--- src/logic/dual_timer_pkg.sv ---
package dual_timer_pkg;

  // Mode select encodings
  localparam logic [1:0] MODE_13BIT  = 2'h0;
  localparam logic [1:0] MODE_16BIT  = 2'h1;
  localparam logic [1:0] MODE_8BIT_AR = 2'h2;
  localparam logic [1:0] MODE_SPLIT  = 2'h3;

  // Prescale field encodings: divide-by counts
  localparam logic [1:0] SCALE_DIV12 = 2'h0;
  localparam logic [1:0] SCALE_DIV4  = 2'h1;
  localparam logic [1:0] SCALE_DIV48 = 2'h2;
  localparam logic [1:0] SCALE_EXT8  = 2'h3;

  localparam int unsigned DIV12_CYCLES = 12;
  localparam int unsigned DIV4_CYCLES  = 4;
  localparam int unsigned DIV48_CYCLES = 48;
  localparam int unsigned DIV8_CYCLES  = 8;

  // Count field positions and widths
  localparam int unsigned LOW5_MSB   = 4;
  localparam logic [4:0]  LOW5_ONES  = 5'h1f;
  localparam logic [7:0]  BYTE_ONES  = 8'hff;

  // Reset values
  localparam logic [7:0]  BYTE_RESET = 8'h00;
  localparam logic [5:0]  DIV_RESET  = 6'h00;

endpackage : dual_timer_pkg

--- src/logic/dual_counter_timer.sv ---
`timescale 1ns/1ps
module dual_counter_timer (
  // Clock and reset
  input  wire logic       clk_i,
  input  wire logic       rstn_i,
  // Mode and clock selection
  input  wire logic [1:0] first_mode_i,
  input  wire logic [1:0] second_mode_i,
  input  wire logic       first_count_select_i,
  input  wire logic       second_count_select_i,
  input  wire logic       first_sysclk_select_i,
  input  wire logic       second_sysclk_select_i,
  input  wire logic [1:0] prescale_field_i,
  // Run, gate and polarity
  input  wire logic       first_run_bit_i,
  input  wire logic       second_run_bit_i,
  input  wire logic       first_gate_bit_i,
  input  wire logic       second_gate_bit_i,
  input  wire logic       first_gate_polarity_i,
  input  wire logic       second_gate_polarity_i,
  // Interrupt enables and flag clears
  input  wire logic       first_irq_enable_i,
  input  wire logic       second_irq_enable_i,
  input  wire logic       first_flag_clear_i,
  input  wire logic       second_flag_clear_i,
  input  wire logic       first_vector_ack_i,
  input  wire logic       second_vector_ack_i,
  // Pins
  input  wire logic       first_count_pin_i,
  input  wire logic       second_count_pin_i,
  input  wire logic       first_gate_input_i,
  input  wire logic       second_gate_input_i,
  input  wire logic       ext_clk_tick_i,
  // Byte writes
  input  wire logic       first_low_wr_i,
  input  wire logic       first_high_wr_i,
  input  wire logic       second_low_wr_i,
  input  wire logic       second_high_wr_i,
  input  wire logic [7:0] wr_data_i,
  // Counts
  output logic      [7:0] first_timer_low_byte_o,
  output logic      [7:0] first_timer_high_byte_o,
  output logic      [7:0] second_timer_low_byte_o,
  output logic      [7:0] second_timer_high_byte_o,
  // Flags and interrupt requests
  output logic            first_overflow_flag_o,
  output logic            second_overflow_flag_o,
  output logic            first_irq_o,
  output logic            second_irq_o
);

  typedef enum logic [1:0] {
    PIN_SAMPLE = 2'h1,
    PIN_HOLD   = 2'h2
  } pin_state_type;

  logic [5:0] div_q;
  logic [5:0] div_max;
  logic       div_tick;
  logic [2:0] ext_div_q;
  logic       ext_tick;
  logic       presc_tick;
  logic [1:0] cnt_meta_q;
  logic [1:0] cnt_sync_q;
  logic [1:0] cnt_prev_q;
  logic [1:0] gate_meta_q;
  logic [1:0] gate_sync_q;
  logic [1:0] pin_fall;
  logic [1:0] gate_active;
  logic [1:0] ovf;
  logic [1:0] flag_clear;
  logic [1:0] flags_q;
  logic [7:0] low_b [2];
  logic [7:0] high_b [2];
  pin_state_type pin_state_q;

  always_comb begin
    case (prescale_field_i)
      dual_timer_pkg::SCALE_DIV12:
        div_max = 6'(dual_timer_pkg::DIV12_CYCLES - 1);
      dual_timer_pkg::SCALE_DIV4:
        div_max = 6'(dual_timer_pkg::DIV4_CYCLES - 1);
      dual_timer_pkg::SCALE_DIV48:
        div_max = 6'(dual_timer_pkg::DIV48_CYCLES - 1);
      default:
        div_max = 6'(dual_timer_pkg::DIV48_CYCLES - 1);
    endcase
  end

  // Prescaler divider for system clock rates
  always_ff @(posedge clk_i or negedge rstn_i) begin
    if (!rstn_i) begin
      div_q <= dual_timer_pkg::DIV_RESET;
    end else if (div_q >= div_max) begin
      div_q <= dual_timer_pkg::DIV_RESET;
    end else begin
      div_q <= div_q + 6'h01;
    end
  end

  assign div_tick = (div_q >= div_max);

  // External clock ticks divided by eight
  always_ff @(posedge clk_i or negedge rstn_i) begin
    if (!rstn_i) begin
      ext_div_q <= 3'h0;
    end else if (ext_clk_tick_i) begin
      ext_div_q <= ext_div_q + 3'h1;
    end
  end

  assign ext_tick = ext_clk_tick_i &&
                    (ext_div_q == 3'(dual_timer_pkg::DIV8_CYCLES - 1));
  assign presc_tick = (prescale_field_i == dual_timer_pkg::SCALE_EXT8) ?
                      ext_tick : div_tick;

  // Two-stage synchronisers for count and gate pins; ext_clk_tick_i is not synchronised
  always_ff @(posedge clk_i or negedge rstn_i) begin
    if (!rstn_i) begin
      cnt_meta_q  <= 2'h3;
      cnt_sync_q  <= 2'h3;
      gate_meta_q <= 2'h0;
      gate_sync_q <= 2'h0;
    end else begin
      cnt_meta_q  <= {second_count_pin_i, first_count_pin_i};
      cnt_sync_q  <= cnt_meta_q;
      gate_meta_q <= {second_gate_input_i, first_gate_input_i};
      gate_sync_q <= gate_meta_q;
    end
  end

  // Previous-sample register; edge detect masked one cycle after reset
  always_ff @(posedge clk_i or negedge rstn_i) begin
    if (!rstn_i) begin
      pin_state_q <= PIN_HOLD;
      cnt_prev_q  <= 2'h3;
    end else begin
      case (pin_state_q)
        PIN_HOLD: begin
          pin_state_q <= PIN_SAMPLE;
          cnt_prev_q  <= cnt_sync_q;
        end
        PIN_SAMPLE: begin
          cnt_prev_q  <= cnt_sync_q;
        end
        default: begin
          pin_state_q <= PIN_HOLD;
        end
      endcase
    end
  end

  assign pin_fall = (pin_state_q == PIN_SAMPLE) ?
                    (cnt_prev_q & ~cnt_sync_q) : 2'h0;
  assign gate_active = ~(gate_sync_q ^
                    {second_gate_polarity_i, first_gate_polarity_i});

  assign flag_clear = {second_flag_clear_i | second_vector_ack_i,
                       first_flag_clear_i | first_vector_ack_i};

  // Two identical channels
  for (genvar g = 0; g < 2; g++) begin : g_chan
    timer_channel u_chan (
      .clk_i           (clk_i),
      .rstn_i          (rstn_i),
      .mode_i          (g == 0 ? first_mode_i : second_mode_i),
      .count_select_i  (g == 0 ? first_count_select_i
                                : second_count_select_i),
      .sysclk_select_i (g == 0 ? first_sysclk_select_i
                                : second_sysclk_select_i),
      .run_i           (g == 0 ? first_run_bit_i : second_run_bit_i),
      .gate_i          (g == 0 ? first_gate_bit_i : second_gate_bit_i),
      .gate_active_i   (gate_active[g]),
      .presc_tick_i    (presc_tick),
      .pin_fall_i      (pin_fall[g]),
      .wr_low_i        (g == 0 ? first_low_wr_i : second_low_wr_i),
      .wr_high_i       (g == 0 ? first_high_wr_i : second_high_wr_i),
      .wr_data_i       (wr_data_i),
      .low_o           (low_b[g]),
      .high_o          (high_b[g]),
      .ovf_o           (ovf[g])
    );

    // Set wins over clear
    always_ff @(posedge clk_i or negedge rstn_i) begin
      if (!rstn_i) begin
        flags_q[g] <= 1'b0;
      end else if (ovf[g]) begin
        flags_q[g] <= 1'b1;
      end else if (flag_clear[g]) begin
        flags_q[g] <= 1'b0;
      end
    end
  end

  assign first_timer_low_byte_o   = low_b[0];
  assign first_timer_high_byte_o  = high_b[0];
  assign second_timer_low_byte_o  = low_b[1];
  assign second_timer_high_byte_o = high_b[1];
  assign first_overflow_flag_o    = flags_q[0];
  assign second_overflow_flag_o   = flags_q[1];

  // Interrupt requests registered from flags
  always_ff @(posedge clk_i or negedge rstn_i) begin
    if (!rstn_i) begin
      first_irq_o  <= 1'b0;
      second_irq_o <= 1'b0;
    end else begin
      first_irq_o  <= (flags_q[0] | ovf[0]) & ~(flag_clear[0] & ~ovf[0]) &
                      first_irq_enable_i;
      second_irq_o <= (flags_q[1] | ovf[1]) & ~(flag_clear[1] & ~ovf[1]) &
                      second_irq_enable_i;
    end
  end

endmodule : dual_counter_timer

--- src/logic/timer_channel.sv ---
`timescale 1ns/1ps
module timer_channel (
  // Clock and reset
  input  wire logic       clk_i,
  input  wire logic       rstn_i,
  // Configuration
  input  wire logic [1:0] mode_i,
  input  wire logic       count_select_i,
  input  wire logic       sysclk_select_i,
  input  wire logic       run_i,
  input  wire logic       gate_i,
  input  wire logic       gate_active_i,
  input  wire logic       presc_tick_i,
  input  wire logic       pin_fall_i,
  // Byte writes
  input  wire logic       wr_low_i,
  input  wire logic       wr_high_i,
  input  wire logic [7:0] wr_data_i,
  // Count and overflow
  output logic      [7:0] low_o,
  output logic      [7:0] high_o,
  output logic            ovf_o
);

  logic tick;
  logic enable;
  logic low_wrap;
  logic high_wrap;

  // Source select: pin edge, system clock or prescaled tick
  always_comb begin
    if (count_select_i) begin
      tick = pin_fall_i;
    end else if (sysclk_select_i) begin
      tick = 1'b1;
    end else begin
      tick = presc_tick_i;
    end
  end

  assign enable = run_i && (!gate_i || gate_active_i) && tick;

  always_comb begin
    case (mode_i)
      dual_timer_pkg::MODE_13BIT:
        low_wrap = (low_o[dual_timer_pkg::LOW5_MSB:0] ==
                    dual_timer_pkg::LOW5_ONES);
      default:
        low_wrap = (low_o == dual_timer_pkg::BYTE_ONES);
    endcase
  end

  assign high_wrap = low_wrap && (high_o == dual_timer_pkg::BYTE_ONES);

  // Low byte; write beats count, stop keeps value
  always_ff @(posedge clk_i or negedge rstn_i) begin
    if (!rstn_i) begin
      low_o <= dual_timer_pkg::BYTE_RESET;
    end else if (wr_low_i) begin
      low_o <= wr_data_i;
    end else if (enable && mode_i != dual_timer_pkg::MODE_SPLIT) begin
      if (mode_i == dual_timer_pkg::MODE_8BIT_AR && low_wrap) begin
        low_o <= high_o;
      end else if (mode_i == dual_timer_pkg::MODE_13BIT && low_wrap) begin
        low_o <= {low_o[7:5], 5'h00};
      end else begin
        low_o <= low_o + 8'h01;
      end
    end
  end

  always_ff @(posedge clk_i or negedge rstn_i) begin
    if (!rstn_i) begin
      high_o <= dual_timer_pkg::BYTE_RESET;
    end else if (wr_high_i) begin
      high_o <= wr_data_i;
    end else if (enable && low_wrap &&
                 (mode_i == dual_timer_pkg::MODE_13BIT ||
                  mode_i == dual_timer_pkg::MODE_16BIT)) begin
      high_o <= high_o + 8'h01;
    end
  end

  // One-cycle overflow event
  always_ff @(posedge clk_i or negedge rstn_i) begin
    if (!rstn_i) begin
      ovf_o <= 1'b0;
    end else begin
      case (mode_i)
        dual_timer_pkg::MODE_13BIT,
        dual_timer_pkg::MODE_16BIT:
          ovf_o <= enable && high_wrap && !wr_low_i && !wr_high_i;
        dual_timer_pkg::MODE_8BIT_AR:
          ovf_o <= enable && low_wrap && !wr_low_i;
        default:
          ovf_o <= 1'b0;
      endcase
    end
  end

endmodule : timer_channel

--- config.mk ---
export PLATFORM = sky130hd
export DESIGN_NAME = dual_counter_timer
export DESIGN_NICKNAME = d
export VERILOG_FILES = /design/src/logic/dual_timer_pkg.sv /design/src/logic/dual_counter_timer.sv /design/src/logic/timer_channel.sv
export SDC_FILE = /design/constraint.sdc
export NUM_CORES = 1
export LEC_CHECK = 0
export BUFFER_PORTS_ARGS = -buffer_cell sky130_fd_sc_hd__buf_2
export CAP_MARGIN = 25
export CORE_ASPECT_RATIO = 0.6
export CORE_MARGIN = 2
export CORE_UTILIZATION = 45
export DETAILED_ROUTE_END_ITERATION = 16
export PLACE_DENSITY_LB_ADDON = 0.1
export SKIP_CTS_REPAIR_TIMING = 1
export SLEW_MARGIN = 15
export SYNTH_ARGS = -nofsm -noshare
export SYNTH_HDL_FRONTEND = slang
export SYNTH_SLANG_ARGS = --single-unit
--- constraint.sdc ---
create_clock -name clk_i -period 3 [get_ports clk_i]
set_input_delay 0.9 -clock clk_i [delete_from_list [all_inputs] [get_ports clk_i]]
set_output_delay 0.9 -clock clk_i [all_outputs]
set_load 0.01 [all_outputs]
==> impl_metrics.xml, run 1 <==
<?xml version="1.0" encoding="UTF-8"?>
<metrics>
  <group name="synthesis">
    <metric name="mappedNetlistArea" unit="um^2">3530</metric>
    <metric name="area_share_of_the_largest_cell_type_after_synthesis" unit="%">36.8</metric>
    <metric name="synth-edff-count" unit="">0</metric>
    <metric name="netlist_top_cells_area" unit="">dfrtp_1, dfstp_2, ha_1, nand2_1, o31ai_1</metric>
    <metric name="syn_inst" unit="">369</metric>
    <metric name="synth_area_leader_cell" unit="">dfrtp_1</metric>
    <metric name="post_synthesis_sequential_element_count" unit="">59</metric>
    <metric name="synth.lib_cells_used.distinct" unit="">67</metric>
    <metric name="synth_warnings" unit="">0</metric>
    <metric name="postSynthAreaPerCell" unit="um^2">9.58</metric>
    <metric name="async_flop_share" unit="%">100</metric>
    <metric name="synth_seq_area_share" unit="%">42.0</metric>
    <metric name="synth_common_cells" unit="">dfrtp_1, nand2_1, nor2_1, inv_1, a21oi_1</metric>
    <metric name="synth_ff_type" unit="">dfrtp_1</metric>
    <metric name="yosys.cell_count.top_type" unit="">dfrtp_1</metric>
    <metric name="mappedNetlistNets" unit="">424</metric>
  </group>
  <group name="worst_hold_path">
    <metric name="hold_path.class" unit="">flip-flop to flip-flop</metric>
    <metric name="worst_hold_path.endpoint" unit="">gate_sync_q[0]$_DFF_PN0_</metric>
    <metric name="hp-start" unit="">gate_meta_q[0]$_DFF_PN0_</metric>
    <metric name="whs_path_cells" unit="">0</metric>
  </group>
  <group name="sta">
    <metric name="setup_tns" unit="ns">0</metric>
    <metric name="finalSetupViolations" unit="">0</metric>
    <metric name="final-hold-violation-count" unit="">0</metric>
    <metric name="final_max_slew_viol_count" unit="">0</metric>
    <metric name="worst-slew-pin-transition" unit="ns">0.807</metric>
    <metric name="hold_ws" unit="ns">0.345</metric>
    <metric name="timing.final.crit_period" unit="ns">2.75</metric>
    <metric name="min_period_over_period" unit="%">91.6</metric>
    <metric name="max_clock_freq" unit="GHz">0.364</metric>
    <metric name="slew_headroom" unit="%">46.2</metric>
    <metric name="unrepaired_setup_endpoints_after_global_routing" unit="">false</metric>
    <metric name="fin_worst_skew" unit="ns">0.00465</metric>
  </group>
  <group name="pwr">
    <metric name="ir_worst_vdd" unit="uV">388</metric>
    <metric name="p_sw" unit="uW">767</metric>
    <metric name="combinationalPowerShare" unit="%">21.0</metric>
    <metric name="switching_share" unit="%">29.3</metric>
    <metric name="power.leakage" unit="uW">0.00206</metric>
    <metric name="total_power" unit="uW">2620</metric>
    <metric name="clock_power_share" unit="%">39.5</metric>
    <metric name="pwr-share-seq" unit="%">39.5</metric>
    <metric name="powerDensity" unit="nW/um^2">599</metric>
    <metric name="p_int" unit="uW">1850</metric>
  </group>
  <group name="drt">
    <metric name="route.vias.total" unit="">3226</metric>
    <metric name="route.detailed.wl_per_inst" unit="um">17.2</metric>
    <metric name="detail_route.drc_violations" unit="">0</metric>
    <metric name="antenna_violating_nets_post_route" unit="">0</metric>
    <metric name="vias_per_inst" unit="">5.72</metric>
    <metric name="drt-initial-drc-count" unit="">199</metric>
    <metric name="routed_wl" unit="um">9720</metric>
    <metric name="drt_first_pass_iters" unit="">5</metric>
  </group>
  <group name="layout">
    <metric name="share_of_post_route_cells_with_drive_strength_above_1" unit="%">28.7</metric>
    <metric name="fin_util" unit="%">58.8</metric>
    <metric name="diodes" unit="">0</metric>
    <metric name="final_net_count" unit="">510</metric>
    <metric name="area_delta_synth_final" unit="%">23.8</metric>
  </group>
  <group name="critical_path">
    <metric name="critical_path.reg2reg.endpoint" unit="">g_chan[0].u_chan.high_o[7]$_DFFE_PN0P_</metric>
    <metric name="critPathLaunchType" unit="">input port</metric>
    <metric name="required" unit="ns">3.24</metric>
    <metric name="r2r_setup_slack" unit="ns">0.29</metric>
    <metric name="path_max_fanout" unit="">12</metric>
    <metric name="regToRegStartpoint" unit="">g_chan[0].u_chan.low_o[1]$_DFFE_PN0P_</metric>
    <metric name="rr_worst_depth" unit="">9</metric>
    <metric name="arrival" unit="ns">2.99</metric>
    <metric name="worst-setup-path-type" unit="">input port to flip-flop</metric>
    <metric name="crit_path_end_kind" unit="">flip-flop</metric>
  </group>
  <group name="placement">
    <metric name="gp_congestion" unit="">0.856</metric>
    <metric name="post-dp-hpwl" unit="um">7450</metric>
    <metric name="port-buffer-count" unit="">76</metric>
  </group>
  <group name="outcome">
    <metric name="status" unit="">completed</metric>
  </group>
  <group name="clocking">
    <metric name="max-clock-path-buffers" unit="">2</metric>
    <metric name="numCtsBuffers" unit="">9</metric>
    <metric name="cts.root.buffer_cell" unit="">clkbuf_16</metric>
    <metric name="clk_transition_reported_paths" unit="ns">0.05</metric>
    <metric name="tritoncts" unit="">yes</metric>
    <metric name="sink_count_of_the_clock_tree" unit="">59</metric>
    <metric name="clock_tree.htree_level_count" unit="">3</metric>
    <metric name="worst_skew_pair.late_latency" unit="ns">0.33</metric>
  </group>
  <group name="grt">
    <metric name="grt_usage" unit="%">24.2</metric>
    <metric name="pin_count_of_the_biggest_net_entering_global_routing" unit="">35</metric>
    <metric name="grt.overflow.total" unit="">0</metric>
    <metric name="antenna_found_initial" unit="">0</metric>
    <metric name="grt_pass1_wl" unit="um">16000</metric>
    <metric name="vias_in_the_first_global_route" unit="">3079</metric>
  </group>
  <group name="floorplanning">
    <metric name="placeableCoreArea" unit="um^2">7450</metric>
    <metric name="initial_utilization" unit="%">47.4</metric>
    <metric name="placement_row_count" unit="">24</metric>
    <metric name="die_width" unit="um">118</metric>
    <metric name="dieArea" unit="um^2">8600</metric>
    <metric name="boundaryPins" unit="">77</metric>
    <metric name="die_height" unit="um">72.6</metric>
  </group>
  <group name="run">
    <metric name="maxCapViolCount" unit="">0</metric>
  </group>
</metrics>
-- critical path, stage by stage --
cell and delay (ns):
buf_2 0.11, nor2b_1 0.12, ha_1 0.27, nand2_1 0.06
o2111a_2 0.30, a2111o_1 0.59, or4_1 0.45, a31oi_1 0.19
-- sequential cells by signal, indices dropped and copies added (netlist names) --
name and cells:
g_chan.u_chan.low_o 16, first_irq_o 1, second_irq_o 1, cnt_meta_q 2, cnt_prev_q 2, g_chan.u_chan.ovf_o 2, second_overflow_flag_o 1, div_q 6
cnt_sync_q 2, gate_sync_q 2, first_overflow_flag_o 1, pin_state_q 2, gate_meta_q 2, g_chan.u_chan.high_o 16, ext_div_q 3
-- per-layer routing --
metal,up-vias,GRT usage [%],wire [um]
li1,1549,-,-
met1,1541,37.3,5140
met2,122,33.3,3860
met3,14,6.64,620
met4,0,6.08,99
met5,-,0,0
-- worst max-delay path by stage --
stage                                     startpoint                                endpoint  slack [ns]  depth (start not counted)
4_1_cts                          prescale_field_i[0]  g_chan[1].u_chan.high_o[4]$_DFFE_PN0P_        0.28                          8
2_1_floorplan                    prescale_field_i[0]  g_chan[1].u_chan.high_o[0]$_DFFE_PN0P_        0.22                          8
3_3_place_gp                     prescale_field_i[0]  g_chan[1].u_chan.high_o[2]$_DFFE_PN0P_       -0.01                          8
3_5_place_dp                     prescale_field_i[0]  g_chan[1].u_chan.high_o[4]$_DFFE_PN0P_       -0.06                          8
6_report                         prescale_field_i[0]  g_chan[1].u_chan.high_o[4]$_DFFE_PN0P_        0.25                          8
5_1_grt        g_chan[0].u_chan.low_o[0]$_DFFE_PN0P_  g_chan[0].u_chan.high_o[7]$_DFFE_PN0P_        0.06                          9
-- power groups by stage --
stage	registers [uW]	clock network, uW	logic [uW]
3_3_place_gp	1040	0	536
5_1_grt	1050	1100	636
6_report	1030	1030	550
3_5_place_dp	1040	0	555
4_1_cts	1030	1060	554
2_1_floorplan	1030	0	335
-- metrics by stage --
| step | instances | worst slack, ns | area, um^2 |
|---|---|---|---|
| floorplan | 369 | 0.218 | 3530 |
| global placement | 548 | -0.0148 | 4080 |
| detailed placement | 548 | -0.0639 | 4080 |
| CTS | 564 | 0.284 | 4380 |
| global route | 564 | 0.0581 | 4380 |
| finish | 564 | 0.253 | 4380 |
-- cell usage in the layout, fill, tap and decap left out, types with 9 or more instances in the layout --
cell,count
dfrtp_1,52
a21oi_1,15
mux2_2,9
ha_1,14
o31ai_1,14
nand3_1,12
inv_1,21
and3_1,14
buf_4,13
nand2_1,38
nor2_1,25
clkbuf_16,9
buf_2,76
-- cells by family after synthesis --
family,count (synthesis),synth area share [%]
AND/OR/NAND/NOR,141,21.4
buffers and inverters,35,4.07
multiplexers,12,3.72
XOR/XNOR,16,3.97
adder cells (fa/ha/maj),14,4.96
AO/OA/AOI/OAI,92,19.9
flip-flops,59,42.0
-- area by class of cell --
type | instances | area [um^2]
Fill cell | 699 | 3070
Clock buffer | 14 | 264
Timing Repair Buffer | 89 | 478
Inverter | 21 | 78.8
Clock inverter | 2 | 35.0
Multi-Input combinational cell | 275 | 1900
Tap cell | 104 | 130
Sequential cell | 59 | 1490
No activity file was read; power rests on OpenSTA's default activity.
==> inputs of run 2 (changes only) <==
- CORE_UTILIZATION: 45 -> 42
- CTS_CLUSTER_DIAMETER: not set -> 60
- GPL_TIMING_DRIVEN: not set -> 0
==> run 2 against run 1 <==
Compared with the run above:
- combinational power is 2% lower
- fmax down 1.8%
- via count rose by 0.93%
- die area increased by 6.8%
- non-clock buffer count is 2 higher
- clock skew grew 0.0037 ns
- largest cell class unchanged
- highest routed layer unchanged
==> impl_metrics.xml, run 2 (synthesized netlist as in run 1, its figures left out) <==
<?xml version="1.0" encoding="UTF-8"?>
<metrics>
  <group name="outcome">
    <metric name="status" unit="">completed</metric>
  </group>
  <group name="sta">
    <metric name="timing.final.crit_period" unit="ns">2.80</metric>
    <metric name="setup_tns" unit="ns">0</metric>
    <metric name="max_clock_freq" unit="GHz">0.357</metric>
    <metric name="min_period_over_period" unit="%">93.3</metric>
    <metric name="finalSetupViolations" unit="">0</metric>
    <metric name="post-route-worst-setup-slack" unit="ns">0.202</metric>
    <metric name="final_max_slew_viol_count" unit="">0</metric>
    <metric name="slew_headroom" unit="%">50.1</metric>
    <metric name="unrepaired_setup_endpoints_after_global_routing" unit="">false</metric>
    <metric name="fin_worst_skew" unit="ns">0.00839</metric>
    <metric name="worst-slew-pin-transition" unit="ns">0.749</metric>
    <metric name="final-hold-violation-count" unit="">0</metric>
  </group>
  <group name="layout">
    <metric name="final_net_count" unit="">512</metric>
    <metric name="area_delta_synth_final" unit="%">25.5</metric>
    <metric name="area.sequential" unit="um^2">1490</metric>
    <metric name="multiInputGateArea" unit="um^2">1930</metric>
    <metric name="share_of_post_route_cells_with_drive_strength_above_1" unit="%">27.9</metric>
    <metric name="mostFrequentLayoutCell" unit="">buf_2</metric>
    <metric name="diodes" unit="">0</metric>
    <metric name="biggestRegsByFlops" unit="">g_chan.u_chan.high_o: 16 flops, g_chan.u_chan.low_o: 16 flops, div_q: 6 flops</metric>
    <metric name="most_used_cells_in_the_layout_excluding_fill_and_tap_cells" unit="">buf_2, dfrtp_1, nand2_1</metric>
    <metric name="fillCellCount" unit="">772</metric>
  </group>
  <group name="clocking">
    <metric name="numCtsBuffers" unit="">9</metric>
    <metric name="clk_transition_reported_paths" unit="ns">0.05</metric>
    <metric name="worst_skew_pair.late_latency" unit="ns">0.33</metric>
    <metric name="tritoncts" unit="">yes</metric>
    <metric name="clock_tree.htree_level_count" unit="">3</metric>
    <metric name="sink_count_of_the_clock_tree" unit="">59</metric>
    <metric name="cts.root.buffer_cell" unit="">clkbuf_16</metric>
    <metric name="max-clock-path-buffers" unit="">2</metric>
  </group>
  <group name="grt">
    <metric name="pin_count_of_the_biggest_net_entering_global_routing" unit="">60</metric>
    <metric name="vias_in_the_first_global_route" unit="">3097</metric>
    <metric name="grt_pass1_wl" unit="um">16100</metric>
    <metric name="grt.overflow.total" unit="">0</metric>
    <metric name="grt_usage" unit="%">23.3</metric>
    <metric name="antenna_found_initial" unit="">0</metric>
  </group>
  <group name="pwr">
    <metric name="power.leakage" unit="uW">0.00208</metric>
    <metric name="powerDensity" unit="nW/um^2">622</metric>
    <metric name="total_power" unit="uW">2760</metric>
    <metric name="ir_worst_vdd" unit="uV">395</metric>
  </group>
  <group name="drt">
    <metric name="route.detailed.wl_per_inst" unit="um">17.9</metric>
    <metric name="drt_first_pass_iters" unit="">5</metric>
    <metric name="route.vias.total" unit="">3256</metric>
    <metric name="detail_route.drc_violations" unit="">0</metric>
    <metric name="antenna_violating_nets_post_route" unit="">0</metric>
    <metric name="vias_per_inst" unit="">5.71</metric>
    <metric name="drt-initial-drc-count" unit="">217</metric>
    <metric name="routed_wl" unit="um">10200</metric>
  </group>
  <group name="placement">
    <metric name="port-buffer-count" unit="">75</metric>
    <metric name="dpl_worst_slack" unit="ns">-0.111</metric>
    <metric name="gp_congestion" unit="">0.905</metric>
    <metric name="post-dp-hpwl" unit="um">7610</metric>
  </group>
  <group name="floorplanning">
    <metric name="dieArea" unit="um^2">9190</metric>
    <metric name="placeableCoreArea" unit="um^2">8010</metric>
    <metric name="die_width" unit="um">122</metric>
    <metric name="initial_utilization" unit="%">44.1</metric>
    <metric name="die_height" unit="um">75.0</metric>
    <metric name="placement_row_count" unit="">25</metric>
    <metric name="boundaryPins" unit="">77</metric>
  </group>
  <group name="critical_path">
    <metric name="critPathLaunchType" unit="">flip-flop</metric>
    <metric name="crit_path_end_kind" unit="">flip-flop</metric>
    <metric name="path_max_fanout" unit="">10</metric>
    <metric name="worst-setup-path-type" unit="">flip-flop to flip-flop</metric>
    <metric name="required" unit="ns">3.21</metric>
    <metric name="arrival" unit="ns">3.00</metric>
  </group>
  <group name="worst_hold_path">
    <metric name="hold_path.class" unit="">flip-flop to flip-flop</metric>
  </group>
  <group name="run">
    <metric name="maxCapViolCount" unit="">0</metric>
  </group>
</metrics>
-- run 2: changes by cell type in the layout (fill, tap and decap cells not counted) --
| cell | change |
|---|---|
| buf_2 | +1 |
| a2111oi_4 | +1 |
| nor3b_1 | -1 |
| bufinv_16 | +2 |
| clkbuf_4 | +1 |
| clkinv_2 | +1 |
| clkbuf_8 | -1 |
| nor3b_4 | +1 |
| buf_6 | +1 |
| buf_4 | -9 |
| a2111oi_2 | -1 |
| clkbuf_1 | +6 |
-- run 2: worst paths after layout --
kind	startpoint	endpoint	slack [ns]	cells past startpoint
min	gate_meta_q[0]$_DFF_PN0_	gate_sync_q[0]$_DFF_PN0_	0.35	0
max in group asynchronous	rstn_i	div_q[4]$_DFF_PN0_	1.85	1
min in group asynchronous	rstn_i	ext_div_q[2]$_DFFE_PN0P_	0.64	1
max reg2reg	g_chan[0].u_chan.low_o[0]$_DFFE_PN0P_	g_chan[0].u_chan.high_o[4]$_DFFE_PN0P_	0.20	9
max	g_chan[0].u_chan.low_o[0]$_DFFE_PN0P_	g_chan[0].u_chan.high_o[4]$_DFFE_PN0P_	0.20	9
min reg2reg	gate_meta_q[0]$_DFF_PN0_	gate_sync_q[0]$_DFF_PN0_	0.35	0
-- run 2: through the flow --
step	util [%]	std cells	cell area [um^2]	hold slack [ns]
after floorplan	-	369	3530	0.331
after global placement	50.5	552	4040	0.332
after detailed placement	50.5	552	4050	0.335
after CTS	54.8	568	4390	0.345
after global routing	55.4	570	4430	0.353
final	55.4	570	4430	0.346
-- run 2: layout make-up --
class	instances	share of cell area, %
sequential	59	33.5
multi-input combinational	275	43.5
buffer	13	1.44
inverter	21	1.78
clock buffer	11	5.47
clock inverter	5	2.26
tap	108	3.05
timing repair buffer	78	9.03
-- run 2: routing by layer --
metal  GRT usage, %  up-vias  wire length [um]
met2           31.9      121              4010
met3           5.45       13               729
met5              0        -                 0
met1           36.0     1567              5310
li1               -     1555                 -
met4           7.41        0               130
-- run 2: critical path, stage by stage, from the launching register on --
cell,delay (ns)
dfrtp_1,0.47
ha_1,0.24
and3_1,0.32
ha_1,0.23
nor3b_4,0.33
a41oi_1,0.13
a2111oi_4,0.32
clkbuf_4,0.29
a21oi_1,0.08
o31a_1,0.27
-- run 2: power by group --
group          switching (uW)  internal, uW
Combinational             299           242
Clock                     348           830
Sequential                131           910
Total                     778          1980
